[src/core/cfgdec_pkg.sv]
// Shared constants and types for the configuration word decoder
package cfgdec_pkg;

  // Clock and start-up delay figures
  localparam int unsigned CLK_HZ       = 10_000_000;             // System clock rate
  localparam int unsigned POWER_UP_TIMER_TIME_MS = 64;                     // Power-up delay, nominal
  localparam int unsigned POWER_UP_TIMER_CYCLES  = POWER_UP_TIMER_TIME_MS * (CLK_HZ / 1000);
  localparam int unsigned OST_CYCLES   = 1024;                   // Oscillator settle count

  // Bus and storage widths
  localparam int unsigned ADDR_W    = 16;                        // APB byte address width
  localparam int unsigned DATA_W    = 32;                        // APB data width
  localparam int unsigned CFG_W     = 16;                        // Configuration word width
  localparam int unsigned CELL_W    = 14;                        // Implemented cell bits
  localparam int unsigned MEM_AW    = 3;                         // Stored word index width
  localparam int unsigned MEM_WORDS = 8;                         // Words kept in the store

  // Register indices and byte addresses
  localparam logic [13:0] CFG_WORD_IDX = 14'h2007;               // Configuration word index
  localparam logic [10:0] CFG_MEM_TAG  = 11'h400;                // Index bits 13:3 of store
  localparam int unsigned CFG_SPACE_BIT = 13;                    // Set for 2000h-3fffh
  localparam logic [15:0] STATUS_ADDR  = 16'h0000;               // Decoder status
  localparam logic [15:0] CONTROL_ADDR = 16'h0004;               // Software enables

  // Configuration word fields
  localparam logic [CELL_W-1:0] CELL_ERASED = 14'h3fff;          // Unprogrammed cells
  localparam logic [1:0]  CFG_UNIMPL  = 2'h3;                    // Bits 15:14 value
  localparam int unsigned CFG_DEBUG   = 13;
  localparam int unsigned CFG_LVP     = 12;
  localparam int unsigned CFG_FCM     = 11;
  localparam int unsigned CFG_OSC_SWITCHOVER_ENABLE    = 10;
  localparam int unsigned CFG_BOR_HI  = 9;
  localparam int unsigned CFG_BOR_LO  = 8;
  localparam int unsigned CFG_POWER_UP_TIMER_ENABLE   = 4;
  localparam int unsigned CFG_WATCHDOG_ENABLE    = 3;

  // Control and status fields
  localparam int unsigned CTRL_SBOR   = 0;
  localparam int unsigned CTRL_SWDT   = 1;
  localparam int unsigned STAT_RUN    = 0;
  localparam int unsigned STAT_SLEEP  = 1;
  localparam int unsigned STAT_BOR    = 2;
  localparam int unsigned STAT_WDT    = 3;
  localparam int unsigned STAT_PROG   = 4;
  localparam int unsigned STAT_WORD   = 16;

  // Brown-out selection codes
  typedef enum logic [1:0] {
    BOR_OFF      = 2'b00,
    BOR_SOFT     = 2'b01,
    BOR_RUN_ONLY = 2'b10,
    BOR_ALWAYS   = 2'b11
  } cfgdec_bor_t;

  // Start-up sequence states
  typedef enum logic [2:0] {
    ST_LOAD, ST_LATCH, ST_POWER_UP_TIMER, ST_OST, ST_RUN, ST_BOR
  } cfgdec_state_t;

endpackage

[src/core/cfgdec_if.sv]
// Carriers between the decoder and its store and timers
`timescale 1ns/1ps
`default_nettype none

// Configuration store port
interface cfgdec_mem_if;
  logic [cfgdec_pkg::MEM_AW-1:0] addr;   // Word index
  logic [cfgdec_pkg::CELL_W-1:0] wdata;  // Cells to program
  logic                          we;     // Program strobe
  logic [cfgdec_pkg::CELL_W-1:0] rdata;  // Registered read data
  modport owner (output addr, wdata, we, input rdata);
  modport store (input addr, wdata, we, output rdata);
endinterface

// Delay timer port
interface cfgdec_tmr_if;
  logic run;   // Count while high, clear when low
  logic done;  // Delay elapsed
  modport ctrl (output run, input done);
  modport tmr  (input run, output done);
endinterface

`default_nettype wire

[src/core/cfgdec_top.sv]
// Configuration word decoder with start-up sequencing and APB access
`timescale 1ns/1ps
`default_nettype none

// Operation
// - Options come from word at 2007h
// - Config space reachable only in programming mode
// - Programmed bit reads 0, unprogrammed 1
// - Bits 15 and 14 always read 1
// - Bit 13 low enables debugger, owns pins
// - Bit 12 high enables low-voltage programming
// - Bit 11 high enables clock monitor
// - Bit 10 high enables oscillator switchover
// - Bits 9-8 select brown-out reset mode
// - Power-up timer holds reset 64 ms
// - Brown-out resets, stretched by power-up timer
// - Oscillator timer holds reset until stable
// - Sleep ends on reset, watchdog, interrupt
// - Brown-out enable leaves power-up timer alone
// - Bit 4 low enables power-up timer
// - Bit 3 or software bit enables watchdog
module cfgdec_top
#(
  parameter int unsigned POWER_UP_TIMER_CYCLES = cfgdec_pkg::POWER_UP_TIMER_CYCLES  // Power-up delay cycles
)
(
  input  wire logic                          i_clk,              // 10 MHz system clock
  input  wire logic                          i_reset_n,          // Power-on reset, async
  input  wire logic                          i_psel,             // APB select
  input  wire logic                          i_penable,          // APB enable
  input  wire logic                          i_pwrite,           // APB direction
  input  wire logic [cfgdec_pkg::ADDR_W-1:0] i_paddr,            // APB byte address
  input  wire logic [cfgdec_pkg::DATA_W-1:0] i_pwdata,           // APB write data
  output var  logic [cfgdec_pkg::DATA_W-1:0] o_prdata,           // APB read data
  output var  logic                          o_pready,           // APB ready
  output var  logic                          o_pslverr,          // APB error
  input  wire logic                          i_prog_mode,        // Programming entry pin
  input  wire logic                          i_ext_reset,        // Master clear pin, high
  input  wire logic                          i_brownout_detect,  // Supply below threshold
  input  wire logic                          i_osc_stable,       // Crystal running
  input  wire logic                          i_sleep_enter,      // Core sleep request
  input  wire logic                          i_wdt_wake,         // Watchdog wake event
  input  wire logic                          i_irq_pending,      // Interrupt wake event
  output var  logic                          o_device_reset,     // Hold core in reset
  output var  logic                          o_sleeping,         // Core in sleep
  output var  logic                          o_debug_enable,     // Debugger on
  output var  logic                          o_debug_pins_gpio,  // Debug pins are I/O
  output var  logic                          o_low_voltage_prog_enable, // Programming pin live
  output var  logic                          o_prog_needs_hv,    // Master clear HV needed
  output var  logic                          o_clock_monitor_enable,    // Clock monitor on
  output var  logic                          o_osc_switchover_enable,   // Switchover on
  output var  logic                          o_brownout_reset_active,   // Brown-out armed
  output var  logic                          o_power_up_timer_enable,   // Delay enabled
  output var  logic                          o_watchdog_enable   // Watchdog running
);
  import cfgdec_pkg::*;

  // Reset release and pin synchronisers
  logic [1:0]    rst_q;                 // Reset release chain
  logic          rst_n;                 // Synchronised reset
  logic [3:0]    pin_meta;              // First stage, read only by second
  logic [3:0]    pin_sync;              // Second stage
  logic          prog_s;                // Programming mode
  logic          ext_s;                 // External reset
  logic          brown_s;               // Brown-out detect
  logic          osc_s;                 // Oscillator stable

  // Sequencer and latched option state
  cfgdec_state_t state;                 // Start-up state
  logic [CFG_W-1:0] cfg_word;           // Latched configuration word
  logic          stretch;               // Next start may use power-up delay
  logic          sleeping;              // Core sleeping
  logic          sw_bor;                // Software brown-out enable
  logic          sw_wdt;                // Software watchdog enable
  logic          bor_active;            // Brown-out reset armed
  cfgdec_bor_t   bor_sel;               // Brown-out selection field

  // Bus decode
  logic [13:0]   idx;                   // Word index of the access
  logic          access_ph;             // Access phase
  logic          xfer_done;             // Edge where the master completes
  logic          hit_status;
  logic          hit_ctrl;
  logic          in_space;              // Configuration space index
  logic          in_mem;                // Index held in the store
  logic          bad_access;            // Answer with an error
  logic [DATA_W-1:0] next_rdata;        // Read data for this access

  cfgdec_mem_if  mem_if ();
  cfgdec_tmr_if  power_up_timer_if ();
  cfgdec_tmr_if  ost_if ();

  // Reset release through two flip-flops
  always_ff @(posedge i_clk or negedge i_reset_n)
  begin
    if (!i_reset_n)
    begin
      rst_q <= 2'h0;
    end
    else
    begin
      rst_q <= {rst_q[0], 1'b1};
    end
  end
  assign rst_n = rst_q[1];

  // Two-stage pin synchronisers
  always_ff @(posedge i_clk or negedge rst_n)
  begin
    if (!rst_n)
    begin
      pin_meta <= 4'h0;
      pin_sync <= 4'h0;
    end
    else
    begin
      pin_meta <= {i_prog_mode, i_ext_reset, i_brownout_detect, i_osc_stable};
      pin_sync <= pin_meta;
    end
  end
  assign {prog_s, ext_s, brown_s, osc_s} = pin_sync;

  // Store and timers
  cfgdec_mem u_mem (
    .i_clk   (i_clk),
    .i_rst_n (rst_n),
    .mem     (mem_if)
  );

  cfgdec_timer #(.COUNT(POWER_UP_TIMER_CYCLES)) u_power_up_timer (
    .i_clk   (i_clk),
    .i_rst_n (rst_n),
    .tmr     (power_up_timer_if)
  );

  cfgdec_timer #(.COUNT(OST_CYCLES)) u_ost (
    .i_clk   (i_clk),
    .i_rst_n (rst_n),
    .tmr     (ost_if)
  );

  // Loader reads the word; programmer owns the store in programming mode
  assign mem_if.addr  = prog_s ? idx[MEM_AW-1:0] : CFG_WORD_IDX[MEM_AW-1:0];
  assign mem_if.wdata = i_pwdata[CELL_W-1:0];
  assign mem_if.we    = xfer_done & i_pwrite & in_mem & prog_s;
  assign power_up_timer_if.run  = (state == ST_POWER_UP_TIMER);
  assign ost_if.run   = (state == ST_OST) & osc_s;

  // Brown-out arming per selection field
  assign bor_sel = cfgdec_bor_t'(cfg_word[CFG_BOR_HI:CFG_BOR_LO]);
  always_comb
  begin
    unique case (bor_sel)
      BOR_ALWAYS:   bor_active = 1'b1;
      BOR_RUN_ONLY: bor_active = ~sleeping;
      BOR_SOFT:     bor_active = sw_bor;
      BOR_OFF:      bor_active = 1'b0;
    endcase
  end

  // Start-up sequencer
  always_ff @(posedge i_clk or negedge rst_n)
  begin
    if (!rst_n)
    begin
      state    <= ST_LOAD;
      stretch  <= 1'b1;                       // Power-up start
      cfg_word <= {CFG_UNIMPL, CELL_ERASED};
    end
    else if ((prog_s || ext_s) && state != ST_BOR)
    begin
      state <= ST_LOAD;                       // Hold in reset, reload after
    end
    else if (brown_s && bor_active && state inside {ST_POWER_UP_TIMER, ST_OST, ST_RUN})
    begin
      state   <= ST_BOR;
      stretch <= 1'b1;
    end
    else
    begin
      unique case (state)
        ST_LOAD:  state <= ST_LATCH;          // Read issued this cycle
        ST_LATCH:
        begin
          cfg_word <= {CFG_UNIMPL, mem_if.rdata};
          stretch  <= 1'b0;
          // Delay only on power-up or brown-out, and only if enabled
          if (stretch && !mem_if.rdata[CFG_POWER_UP_TIMER_ENABLE])
          begin
            state <= ST_POWER_UP_TIMER;
          end
          else
          begin
            state <= ST_OST;
          end
        end
        ST_POWER_UP_TIMER:
        begin
          if (power_up_timer_if.done)
          begin
            state <= ST_OST;
          end
        end
        ST_OST:
        begin
          if (ost_if.done)
          begin
            state <= ST_RUN;
          end
        end
        ST_RUN:   state <= ST_RUN;
        ST_BOR:
        begin
          if (!brown_s)
          begin
            state <= ST_LOAD;
          end
        end
      endcase
    end
  end

  // Sleep entry and wake causes
  always_ff @(posedge i_clk or negedge rst_n)
  begin
    if (!rst_n)
    begin
      sleeping <= 1'b0;
    end
    else if (state != ST_RUN)
    begin
      sleeping <= 1'b0;                       // any reset: external, brown-out or programming
    end
    else if (i_wdt_wake || i_irq_pending)
    begin
      sleeping <= 1'b0;
    end
    else if (i_sleep_enter)
    begin
      sleeping <= 1'b1;
    end
  end

  // Software enables, cleared each time the sequencer passes through ST_LOAD
  always_ff @(posedge i_clk or negedge rst_n)
  begin
    if (!rst_n)
    begin
      sw_bor <= 1'b0;
      sw_wdt <= 1'b0;
    end
    else if (state == ST_LOAD)
    begin
      sw_bor <= 1'b0;
      sw_wdt <= 1'b0;
    end
    else if (xfer_done && i_pwrite && hit_ctrl)
    begin
      sw_bor <= i_pwdata[CTRL_SBOR];
      sw_wdt <= i_pwdata[CTRL_SWDT];
    end
  end

  // Bus decode
  assign idx        = i_paddr[ADDR_W-1:2];
  assign access_ph  = i_psel & i_penable;
  assign xfer_done  = access_ph & o_pready;
  assign hit_status = (i_paddr == STATUS_ADDR);
  assign hit_ctrl   = (i_paddr == CONTROL_ADDR);
  assign in_space   = idx[CFG_SPACE_BIT];
  assign in_mem     = in_space && (idx[13:MEM_AW] == CFG_MEM_TAG);
  // Config space refused outside programming mode; status is read-only
  assign bad_access = ~(hit_status | hit_ctrl | in_space)
                    | (in_space & ~prog_s)
                    | (hit_status & i_pwrite);

  // Read data selection
  always_comb
  begin
    next_rdata = '0;
    if (bad_access)
    begin
      next_rdata = '0;
    end
    else if (hit_status)
    begin
      next_rdata[STAT_RUN]                 = (state == ST_RUN);
      next_rdata[STAT_SLEEP]               = sleeping;
      next_rdata[STAT_BOR]                 = bor_active;
      next_rdata[STAT_WDT]                 = o_watchdog_enable;
      next_rdata[STAT_PROG]                = prog_s;
      next_rdata[STAT_WORD +: CFG_W]       = cfg_word;
    end
    else if (hit_ctrl)
    begin
      next_rdata[CTRL_SBOR] = sw_bor;
      next_rdata[CTRL_SWDT] = sw_wdt;
    end
    else if (in_mem)
    begin
      next_rdata[CFG_W-1:0] = {CFG_UNIMPL, mem_if.rdata};
    end
    else
    begin
      next_rdata[CFG_W-1:0] = {CFG_UNIMPL, CELL_ERASED};
    end
  end

  // APB answer: ready one cycle into the access phase
  always_ff @(posedge i_clk or negedge rst_n)
  begin
    if (!rst_n)
    begin
      o_pready  <= 1'b0;
      o_pslverr <= 1'b0;
      o_prdata  <= '0;
    end
    else if (access_ph && !o_pready)
    begin
      o_pready  <= 1'b1;
      o_pslverr <= bad_access;
      o_prdata  <= i_pwrite ? '0 : next_rdata;
    end
    else
    begin
      o_pready  <= 1'b0;
      o_pslverr <= 1'b0;
    end
  end

  // Registered option outputs
  always_ff @(posedge i_clk or negedge rst_n)
  begin
    if (!rst_n)
    begin
      o_device_reset            <= 1'b1;
      o_sleeping                <= 1'b0;
      o_debug_enable            <= 1'b0;
      o_debug_pins_gpio         <= 1'b1;
      o_low_voltage_prog_enable <= 1'b0;
      o_prog_needs_hv           <= 1'b1;
      o_clock_monitor_enable    <= 1'b0;
      o_osc_switchover_enable   <= 1'b0;
      o_brownout_reset_active   <= 1'b0;
      o_power_up_timer_enable   <= 1'b0;
      o_watchdog_enable         <= 1'b0;
    end
    else
    begin
      o_device_reset            <= (state != ST_RUN);
      o_sleeping                <= sleeping;
      o_debug_enable            <= ~cfg_word[CFG_DEBUG];
      o_debug_pins_gpio         <= cfg_word[CFG_DEBUG];
      o_low_voltage_prog_enable <= cfg_word[CFG_LVP];
      o_prog_needs_hv           <= ~cfg_word[CFG_LVP];
      o_clock_monitor_enable    <= cfg_word[CFG_FCM];
      o_osc_switchover_enable   <= cfg_word[CFG_OSC_SWITCHOVER_ENABLE];
      o_brownout_reset_active   <= bor_active;
      o_power_up_timer_enable   <= ~cfg_word[CFG_POWER_UP_TIMER_ENABLE];
      o_watchdog_enable         <= cfg_word[CFG_WATCHDOG_ENABLE] | sw_wdt;
    end
  end

endmodule

`default_nettype wire

[src/core/cfgdec_mem.sv]
// Configuration cell store, set back to erased by reset, with registered read
`timescale 1ns/1ps
`default_nettype none

module cfgdec_mem
  import cfgdec_pkg::*;
(
  input wire logic         i_clk,     // System clock
  input wire logic         i_rst_n,   // Synchronised reset, active low
  cfgdec_mem_if.store      mem        // Store port
);

  logic [CELL_W-1:0] cells [MEM_WORDS];  // Stored words

  // Cells start erased and take programmed values
  always_ff @(posedge i_clk or negedge i_rst_n)
  begin
    if (!i_rst_n)
    begin
      for (int i = 0; i < MEM_WORDS; i++)
      begin
        cells[i] <= CELL_ERASED;
      end
    end
    else if (mem.we)
    begin
      cells[mem.addr] <= mem.wdata;
    end
  end

  // Read data from a register
  always_ff @(posedge i_clk or negedge i_rst_n)
  begin
    if (!i_rst_n)
    begin
      mem.rdata <= CELL_ERASED;
    end
    else
    begin
      mem.rdata <= cells[mem.addr];
    end
  end

endmodule

`default_nettype wire

[src/core/cfgdec_timer.sv]
// Start-up delay counter, restarts whenever its run level drops
`timescale 1ns/1ps
`default_nettype none

module cfgdec_timer
#(
  parameter int unsigned COUNT = 1            // Cycles of run before done
)
(
  input wire logic         i_clk,             // System clock
  input wire logic         i_rst_n,           // Synchronised reset, active low
  cfgdec_tmr_if.tmr        tmr                // Run and done
);

  localparam int unsigned W = $clog2(COUNT + 1);
  logic [W-1:0] cnt;                           // Cycles counted so far

  // Count run cycles, done after COUNT of them
  always_ff @(posedge i_clk or negedge i_rst_n)
  begin
    if (!i_rst_n)
    begin
      cnt      <= '0;
      tmr.done <= 1'b0;
    end
    else if (!tmr.run)
    begin
      cnt      <= '0;
      tmr.done <= 1'b0;
    end
    else if (!tmr.done)
    begin
      cnt      <= cnt + 1'b1;
      tmr.done <= (cnt == W'(COUNT - 1));
    end
  end

endmodule

`default_nettype wire

[config.mk]
export PLATFORM = sky130hd
export DESIGN_NAME = cfgdec_top
export DESIGN_NICKNAME = d
export VERILOG_FILES = /design/src/core/cfgdec_pkg.sv /design/src/core/cfgdec_if.sv /design/src/core/cfgdec_top.sv /design/src/core/cfgdec_mem.sv /design/src/core/cfgdec_timer.sv
export SDC_FILE = /design/constraint.sdc
export NUM_CORES = 1
export LEC_CHECK = 0
export ABC_AREA = 1
export BUFFER_PORTS_ARGS = -buffer_cell sky130_fd_sc_hd__buf_2
export CAP_MARGIN = 15
export CORE_MARGIN = 8
export CORE_UTILIZATION = 50
export DETAILED_ROUTE_END_ITERATION = 12
export PLACE_DENSITY = 0.69
export SYNTH_ARGS = -nofsm -noshare
export SYNTH_HDL_FRONTEND = slang
export SYNTH_SLANG_ARGS = --single-unit
[constraint.sdc]
create_clock -name i_clk -period 16.1 [get_ports i_clk]
set_input_delay 0.805 -clock i_clk [delete_from_list [all_inputs] [get_ports i_clk]]
set_output_delay 0.805 -clock i_clk [all_outputs]
set_load 0.02 [all_outputs]
==> results of run 1 <==
cells in the mapped netlist (2+ instances only):
library cell	count	share of area (%)
nand2_1	313	11
dfstp_2	144	36
o21ai_0	142	6.8
inv_1	130	4.7
dfrtp_1	89	21
nor2_1	75	2.7
a21oi_1	38	1.8
nand3_1	37	1.8
o22ai_1	30	1.8
buf_2	22	1.1
buf_4	15	1.1
a22o_1	14	1.2
clkbuf_1	14	0.50
o21ai_1	14	0.67
nor3_1	13	0.62
nand4_1	11	0.66
nor2_4	9	0.97
inv_2	8	0.29
a22oi_1	7	0.50
nor2_2	5	0.30
a221oi_1	4	0.34
and3_1	4	0.24
nand3_2	4	0.38
buf_6	2	0.22
ha_1	2	0.24
nand2_2	2	0.12
nand2_4	2	0.22
nor2_8	2	0.38
nor4_1	2	0.12
o211ai_1	2	0.14
o21a_1	2	0.14
o221ai_1	2	0.17
routing by layer:
layer  vias to the layer above  share of wire, %  wire [µm]  global-route usage [%]
met2                       213                44      10700                    29.2
met4                         4               1.5        380                    4.04
met3                        34               7.2       1780                    5.04
li1                       3922                 -          -                       -
met5                         -              0.11         26                       0
met1                      3887                48      11700                    27.1
worst paths after layout:
kind,from,to,slack (ps)
max in group asynchronous,rst_q[1]$_DFF_PN0_,u_ost.cnt[5]$_DFFE_PN0P_,14310
min in group i_clk,rst_q[0]$_DFF_PN0_,rst_q[1]$_DFF_PN0_,350
worst max-delay path,pin_sync[3]$_DFF_PN0_,u_mem.cells[48]$_DFFE_PN1P_,13380
worst max register to register,pin_sync[3]$_DFF_PN0_,u_mem.cells[48]$_DFFE_PN1P_,13380
worst min-delay path,i_reset_n,rst_q[1]$_DFF_PN0_,60
worst min register to register,rst_q[0]$_DFF_PN0_,rst_q[1]$_DFF_PN0_,350
kinds of logic (layout without fill, tap and decap cells):
| group | Yosys count | count (layout) | synth area share [%] |
|---|---|---|---|
| AOI/OAI and AO/OA | 260 | 260 | 14.0 |
| adders and majority gates | 2 | 2 | 0.240 |
| buffers and inverters | 193 | 274 | 7.94 |
| DFF | 233 | 233 | 57.7 |
| other | 1 | 1 | 0.0360 |
| and+or+nand+nor | 482 | 482 | 20.1 |
sequential cells by signal, summed over array words and instances (netlist names), 2 cells and up:
| register | count |
|---|---|
| cfg_word | 14 |
| o_prdata | 30 |
| pin_meta | 4 |
| pin_sync | 4 |
| rst_q | 2 |
| state | 3 |
| u_mem.cells | 112 |
| u_mem.mem.rdata | 14 |
| u_ost.cnt | 11 |
| u_power_up_timer.cnt | 20 |
cells in the final DEF, fill, tap and decap left out, types with 3 or more instances in the layout:
| master | instances |
|---|---|
| o22ai_1 | 30 |
| inv_2 | 8 |
| clkbuf_8 | 3 |
| clkbuf_1 | 5 |
| a21oi_1 | 38 |
| nor2_2 | 5 |
| bufinv_16 | 4 |
| and3_1 | 4 |
| dfstp_2 | 144 |
| a22oi_1 | 7 |
| nor2_4 | 9 |
| inv_1 | 130 |
| clkinv_2 | 4 |
| nor3_1 | 13 |
| buf_2 | 86 |
| o21ai_1 | 14 |
| nor2_1 | 75 |
| a221oi_1 | 4 |
| nand3_1 | 37 |
| nand4_1 | 11 |
| a22o_1 | 14 |
| nand3_2 | 4 |
| dfrtp_1 | 88 |
| clkbuf_16 | 25 |
| o21ai_0 | 142 |
| nand2_1 | 313 |
per-stage QoR:
step,area (µm²),hold slack [ps]
floorplan,10400,331
global placement,10900,332
detailed placement,10900,338
CTS,11800,45.3
global route,11800,48.5
finish,11800,63.1
power by group:
group | total (mW) | internal [mW] | switching, mW | leakage [nW]
sequential | 0.644 | 0.625 | 0.0194 | 2.70
clock | 0.594 | 0.365 | 0.229 | 0.424
combinational | 0.0935 | 0.0275 | 0.0661 | 2.72
total | 1.33 | 1.02 | 0.314 | 5.85
layout make-up:
cell class	instances	area, µm²
fillers	1833	8590
flip-flops and latches	233	6010
multi-input cells	745	3570
clock buffers	33	686
inverters	139	524
repair buffers	89	465
well taps	270	338
clock inverters	13	174
critical path, stage by stage (launching register included):
cell and delay [ps]:
dfrtp_1 560, inv_2 140, nor2_2 190, nand2_2 120, nor2_4 270, inv_2 250, nor2_2 850, nand2_1 100
o21ai_1 150
==> results.sh, run 1 <==
export IMPL_status="finished clean"
export IMPL_ant_nets=0
export IMPL_place_ws_ps=13070
export IMPL_area_growth_pct=13.1
export IMPL_synth_cell_types=43
export IMPL_dp_final_hpwl_um=15800
export IMPL_rr_worst_depth=8
export IMPL_vias=8060
export IMPL_postCtsHoldBufs=0
export IMPL_worstSetupEndpointType="flip-flop"
export IMPL_die_height_um=160
export IMPL_final_max_slew_viol_count=0
export IMPL_async_flop_share_pct=100
export IMPL_hold_path_class="in2async"
export IMPL_gp_congestion=0.835
export IMPL_drive_gt1_share_pct=24.6
export IMPL_cts_clk_slew_worst_paths_ps=60
export IMPL_rsz0062_at_grt="no"
export IMPL_tns_ps=0
export IMPL_grt_pass1_vias=7908
export IMPL_fmax_mhz=367
export IMPL_grt_use_total_pct=19.2
export IMPL_fin_skew_ps=10.5
export IMPL_postCtsSetupRepairBufs=0
export IMPL_crit_fanout=20
export IMPL_syn_area_um2=10400
export IMPL_fin_ws_ps=13380
export IMPL_die_area_um2=25700
export IMPL_placement_io_buffers=86
export IMPL_n_antenna_cell=0
export IMPL_drtIter0Drc=631
export IMPL_routed_wl_um=24600
export IMPL_synth_top_flop_cell="dfstp_2"
export IMPL_nets=1295
export IMPL_p_total_mw=1.33
export IMPL_maxCapViolCount=0
export IMPL_initial_core_util_pct=51.1
export IMPL_grt_overflow=0
export IMPL_die_w_um=160
export IMPL_core_area_um2=20400
export IMPL_antenna_found_initial=2
export IMPL_grt_max_degree=163
export IMPL_relSlewSlack_pct=25.7
export IMPL_required_ps=16530
export IMPL_avgSynthCellArea_um2=8.89
export IMPL_crit_type="reg2reg"
export IMPL_ir_drop_uv=91.2
export IMPL_tightest_slew_ps=1110
export IMPL_p_leak_nw=5.85
export IMPL_io_pins=105
export IMPL_clock_path_buffers=3
export IMPL_avgRoutedWirePerCell_um=16.1
export IMPL_period_share_pct=16.9
export IMPL_htreeDepth=1
export IMPL_rows=52
export IMPL_fin_cells=1522
export IMPL_syn_instance_count=1171
export IMPL_yosysWarningCount=0
export IMPL_synth_edff_count=0
export IMPL_grt_pass1_wl_um=41200
export IMPL_fin_util_pct=57.8
export IMPL_cts_tree="done"
export IMPL_cts_resized=0
export IMPL_drt_first_pass_iters=5
export IMPL_via_per_inst=5.30
export IMPL_clock_latency_ps=520
export IMPL_drcViolationCount=0
export IMPL_min_period_ps=2720
export IMPL_cp_arrival_ps=3150
export IMPL_numClockSinks=233
export IMPL_setup_violations=0
export IMPL_cp_start_kind="flip-flop"
export IMPL_dp_cells=1476
export IMPL_yosysSeqAreaShare_pct=57.7
export IMPL_hold_viol_final=0
export IMPL_ys_ff_latch=233
export IMPL_cts_buffers=25
export IMPL_powerDensity_nw_per_um2=113
export IMPL_synthesis_nets=1233
export IMPL_clockRootBuffer="clkbuf_16"
Power figures use the tool's default switching activity.
==> run 2, diff against run 1 <==
clock period = 2.7 ns   (was 16.1 ns; I/O delays follow)
==> results.sh, run 2 (synthesized netlist as in run 1, its figures left out) <==
export IMPL_rsz0062_at_grt="no"
export IMPL_grt_pass1_wl_um=41600
export IMPL_tns_ps=0
export IMPL_rows=52
export IMPL_grt_max_degree=75
export IMPL_die_area_um2=25700
export IMPL_ir_drop_uv=354
export IMPL_combPwrFrac_pct=7.7
export IMPL_cts_resized=0
export IMPL_die_height_um=160
export IMPL_cp_top_family="simple AND/OR/NAND/NOR gates"
export IMPL_cts_clk_slew_worst_paths_ps=60
export IMPL_crit_path_frequent_cell="nor2_4"
export IMPL_layout_commonest_cell="nand2_1"
export IMPL_avgRoutedWirePerCell_um=16.0
export IMPL_clock_latency_ps=530
export IMPL_placement_io_buffers=86
export IMPL_reg2reg_slack_ps=640
export IMPL_largest_reg_flops=112
export IMPL_antenna_found_initial=1
export IMPL_netSwitchingPower_mw=1.91
export IMPL_clockRootBuffer="clkbuf_16"
export IMPL_required_ps=3130
export IMPL_holdPathStages=4
export IMPL_top_register="u_mem.cells"
export IMPL_crit_fanout=22
export IMPL_path_depth=8
export IMPL_reg_top3="u_mem.cells (112), o_prdata (30), u_power_up_timer.cnt (20)"
export IMPL_drcViolationCount=0
export IMPL_routed_wl_um=25000
export IMPL_cts_buffers=25
export IMPL_cts_tree="done"
export IMPL_power_frac_clock_pct=44.2
export IMPL_power_switching_share_pct=23.9
export IMPL_ant_nets=0
export IMPL_p_leak_nw=6.06
export IMPL_grt_pass1_vias=7988
export IMPL_dp_final_hpwl_um=16600
export IMPL_min_period_ps=2060
export IMPL_p_seq_share_pct=48.1
export IMPL_grt_overflow=0
export IMPL_relSlewSlack_pct=53.9
export IMPL_cp_arrival_ps=2480
export IMPL_crit_type="reg2reg"
export IMPL_rr_worst_depth=8
export IMPL_p_total_mw=7.98
export IMPL_hold_end="o_pslverr$_DFF_PN0_"
export IMPL_layout_common_cells="313 x nand2_1, 144 x dfstp_2, 142 x o21ai_0"
export IMPL_nets=1336
export IMPL_clock_path_buffers=3
export IMPL_area_growth_pct=17.0
export IMPL_grt_use_total_pct=19.5
export IMPL_numClockSinks=233
export IMPL_fmax_mhz=487
export IMPL_cp_start_kind="flip-flop"
export IMPL_fin_skew_ps=21.7
export IMPL_worstReg2RegStart="pin_sync[3]$_DFF_PN0_"
export IMPL_tightest_slew_ps=690
export IMPL_core_area_um2=20400
export IMPL_final_max_slew_viol_count=0
export IMPL_drtIter0Drc=678
export IMPL_postCtsSetupRepairBufs=0
export IMPL_drive_gt1_share_pct=25.4
export IMPL_min_from="i_paddr[15]"
export IMPL_powerDensity_nw_per_um2=655
export IMPL_crit_chain="inv_2, nor2_4, nand2_4, nor2_4, inv_2, nor2_4, nand2_1, o21ai_0"
export IMPL_setup_violations=0
export IMPL_initial_core_util_pct=51.1
export IMPL_p_int_mw=6.07
export IMPL_r2r_end="u_mem.cells[58]$_DFFE_PN1P_"
export IMPL_hold_path_class="in2reg"
export IMPL_vias=8232
export IMPL_fill_cells=1753
export IMPL_worstSetupEndpointType="flip-flop"
export IMPL_via_per_inst=5.26
export IMPL_hold_viol_final=0
export IMPL_io_pins=105
export IMPL_htreeDepth=1
export IMPL_maxCapViolCount=0
export IMPL_period_share_pct=76.1
export IMPL_drt_first_pass_iters=5
export IMPL_path_buf_inv=2
export IMPL_die_w_um=160
export IMPL_cp_slowest_cell="dfrtp_1"
export IMPL_slowest_delay_ps=550
export IMPL_gp_congestion=0.842
export IMPL_status="finished clean"
[run 2: changes by cell type in the layout (fill, tap and decap cells not counted), sizes merged]
cell | previous run | this run
clkinv | 7 | 10
diode | 0 | 1
clkbuf | 33 | 31
inv | 141 | 140
dlygate4sd3 | 0 | 22
buf | 89 | 108
[run 2: cell type report]
type | instances | area (µm²) | area share [%]
inverters | 139 | 524 | 4.30
clock inverters | 15 | 181 | 1.49
multi-input cells | 745 | 3570 | 29.3
clock buffers | 31 | 668 | 5.49
diodes | 1 | 2.50 | 0.0205
well taps | 270 | 338 | 2.77
repair buffers | 130 | 878 | 7.21
flip-flops and latches | 233 | 6010 | 49.4
[run 2: power groups by stage]
| stage | clock network [mW] | registers (mW) | logic [mW] |
|---|---|---|---|
| finish | 3.53 | 3.83 | 0.616 |
| global route | 3.75 | 3.85 | 0.687 |
| CTS | 3.60 | 3.83 | 0.622 |
| detailed placement | 0 | 3.89 | 0.593 |
| global placement | 0 | 3.88 | 0.583 |
| floorplan | 0 | 3.98 | 0.259 |
[run 2: worst max-delay path by stage]
stage,slack (ps),from,end
final,640,pin_sync[3]$_DFF_PN0_,u_mem.cells[58]$_DFFE_PN1P_
after global routing,430,pin_sync[3]$_DFF_PN0_,u_mem.cells[60]$_DFFE_PN1P_
after CTS,660,pin_sync[3]$_DFF_PN0_,u_mem.cells[60]$_DFFE_PN1P_
after detailed placement,680,pin_sync[3]$_DFF_PN0_,u_mem.cells[58]$_DFFE_PN1P_
after global placement,730,pin_sync[3]$_DFF_PN0_,u_mem.cells[65]$_DFFE_PN1P_
after floorplan,430,rst_q[1]$_DFF_PN0_,o_brownout_reset_active$_DFF_PN0_
[run 2: worst min-delay path, delay by kind of cell]
kind,cells,cell delay (ps)
and+or+nand+nor,2,180
AOI/OAI and AO/OA,1,70
buffers and inverters,1,110
[run 2: metrics by stage]
step / instance area, µm² / utilization (%) / hold slack, ps / std cells / setup WS, ps
floorplan: 10400 / - / -161 / 1171 / 427
global placement: 11100 / 54.5 / -76.8 / 1495 / 725
detailed placement: 11100 / 54.5 / -76.0 / 1495 / 683
CTS: 12200 / 59.8 / 16.0 / 1563 / 658
global route: 12200 / 59.8 / 39.7 / 1564 / 434
finish: 12200 / 59.8 / 26.7 / 1564 / 645
[run 2: per-layer routing]
metal | track usage, % | part of all wire, %
met1 | 27.1 | 46
met2 | 30.5 | 46
met3 | 3.91 | 7.0
met4 | 5.40 | 1.7
met5 | 0 | 0
[run 2: what timing repair did]
| action | CTS | global route |
|---|---|---|
| setup endpoints to repair | 0 | 0 |
| hold endpoints to repair | 121 | 0 |
| hold buffers | 22 | 0 |
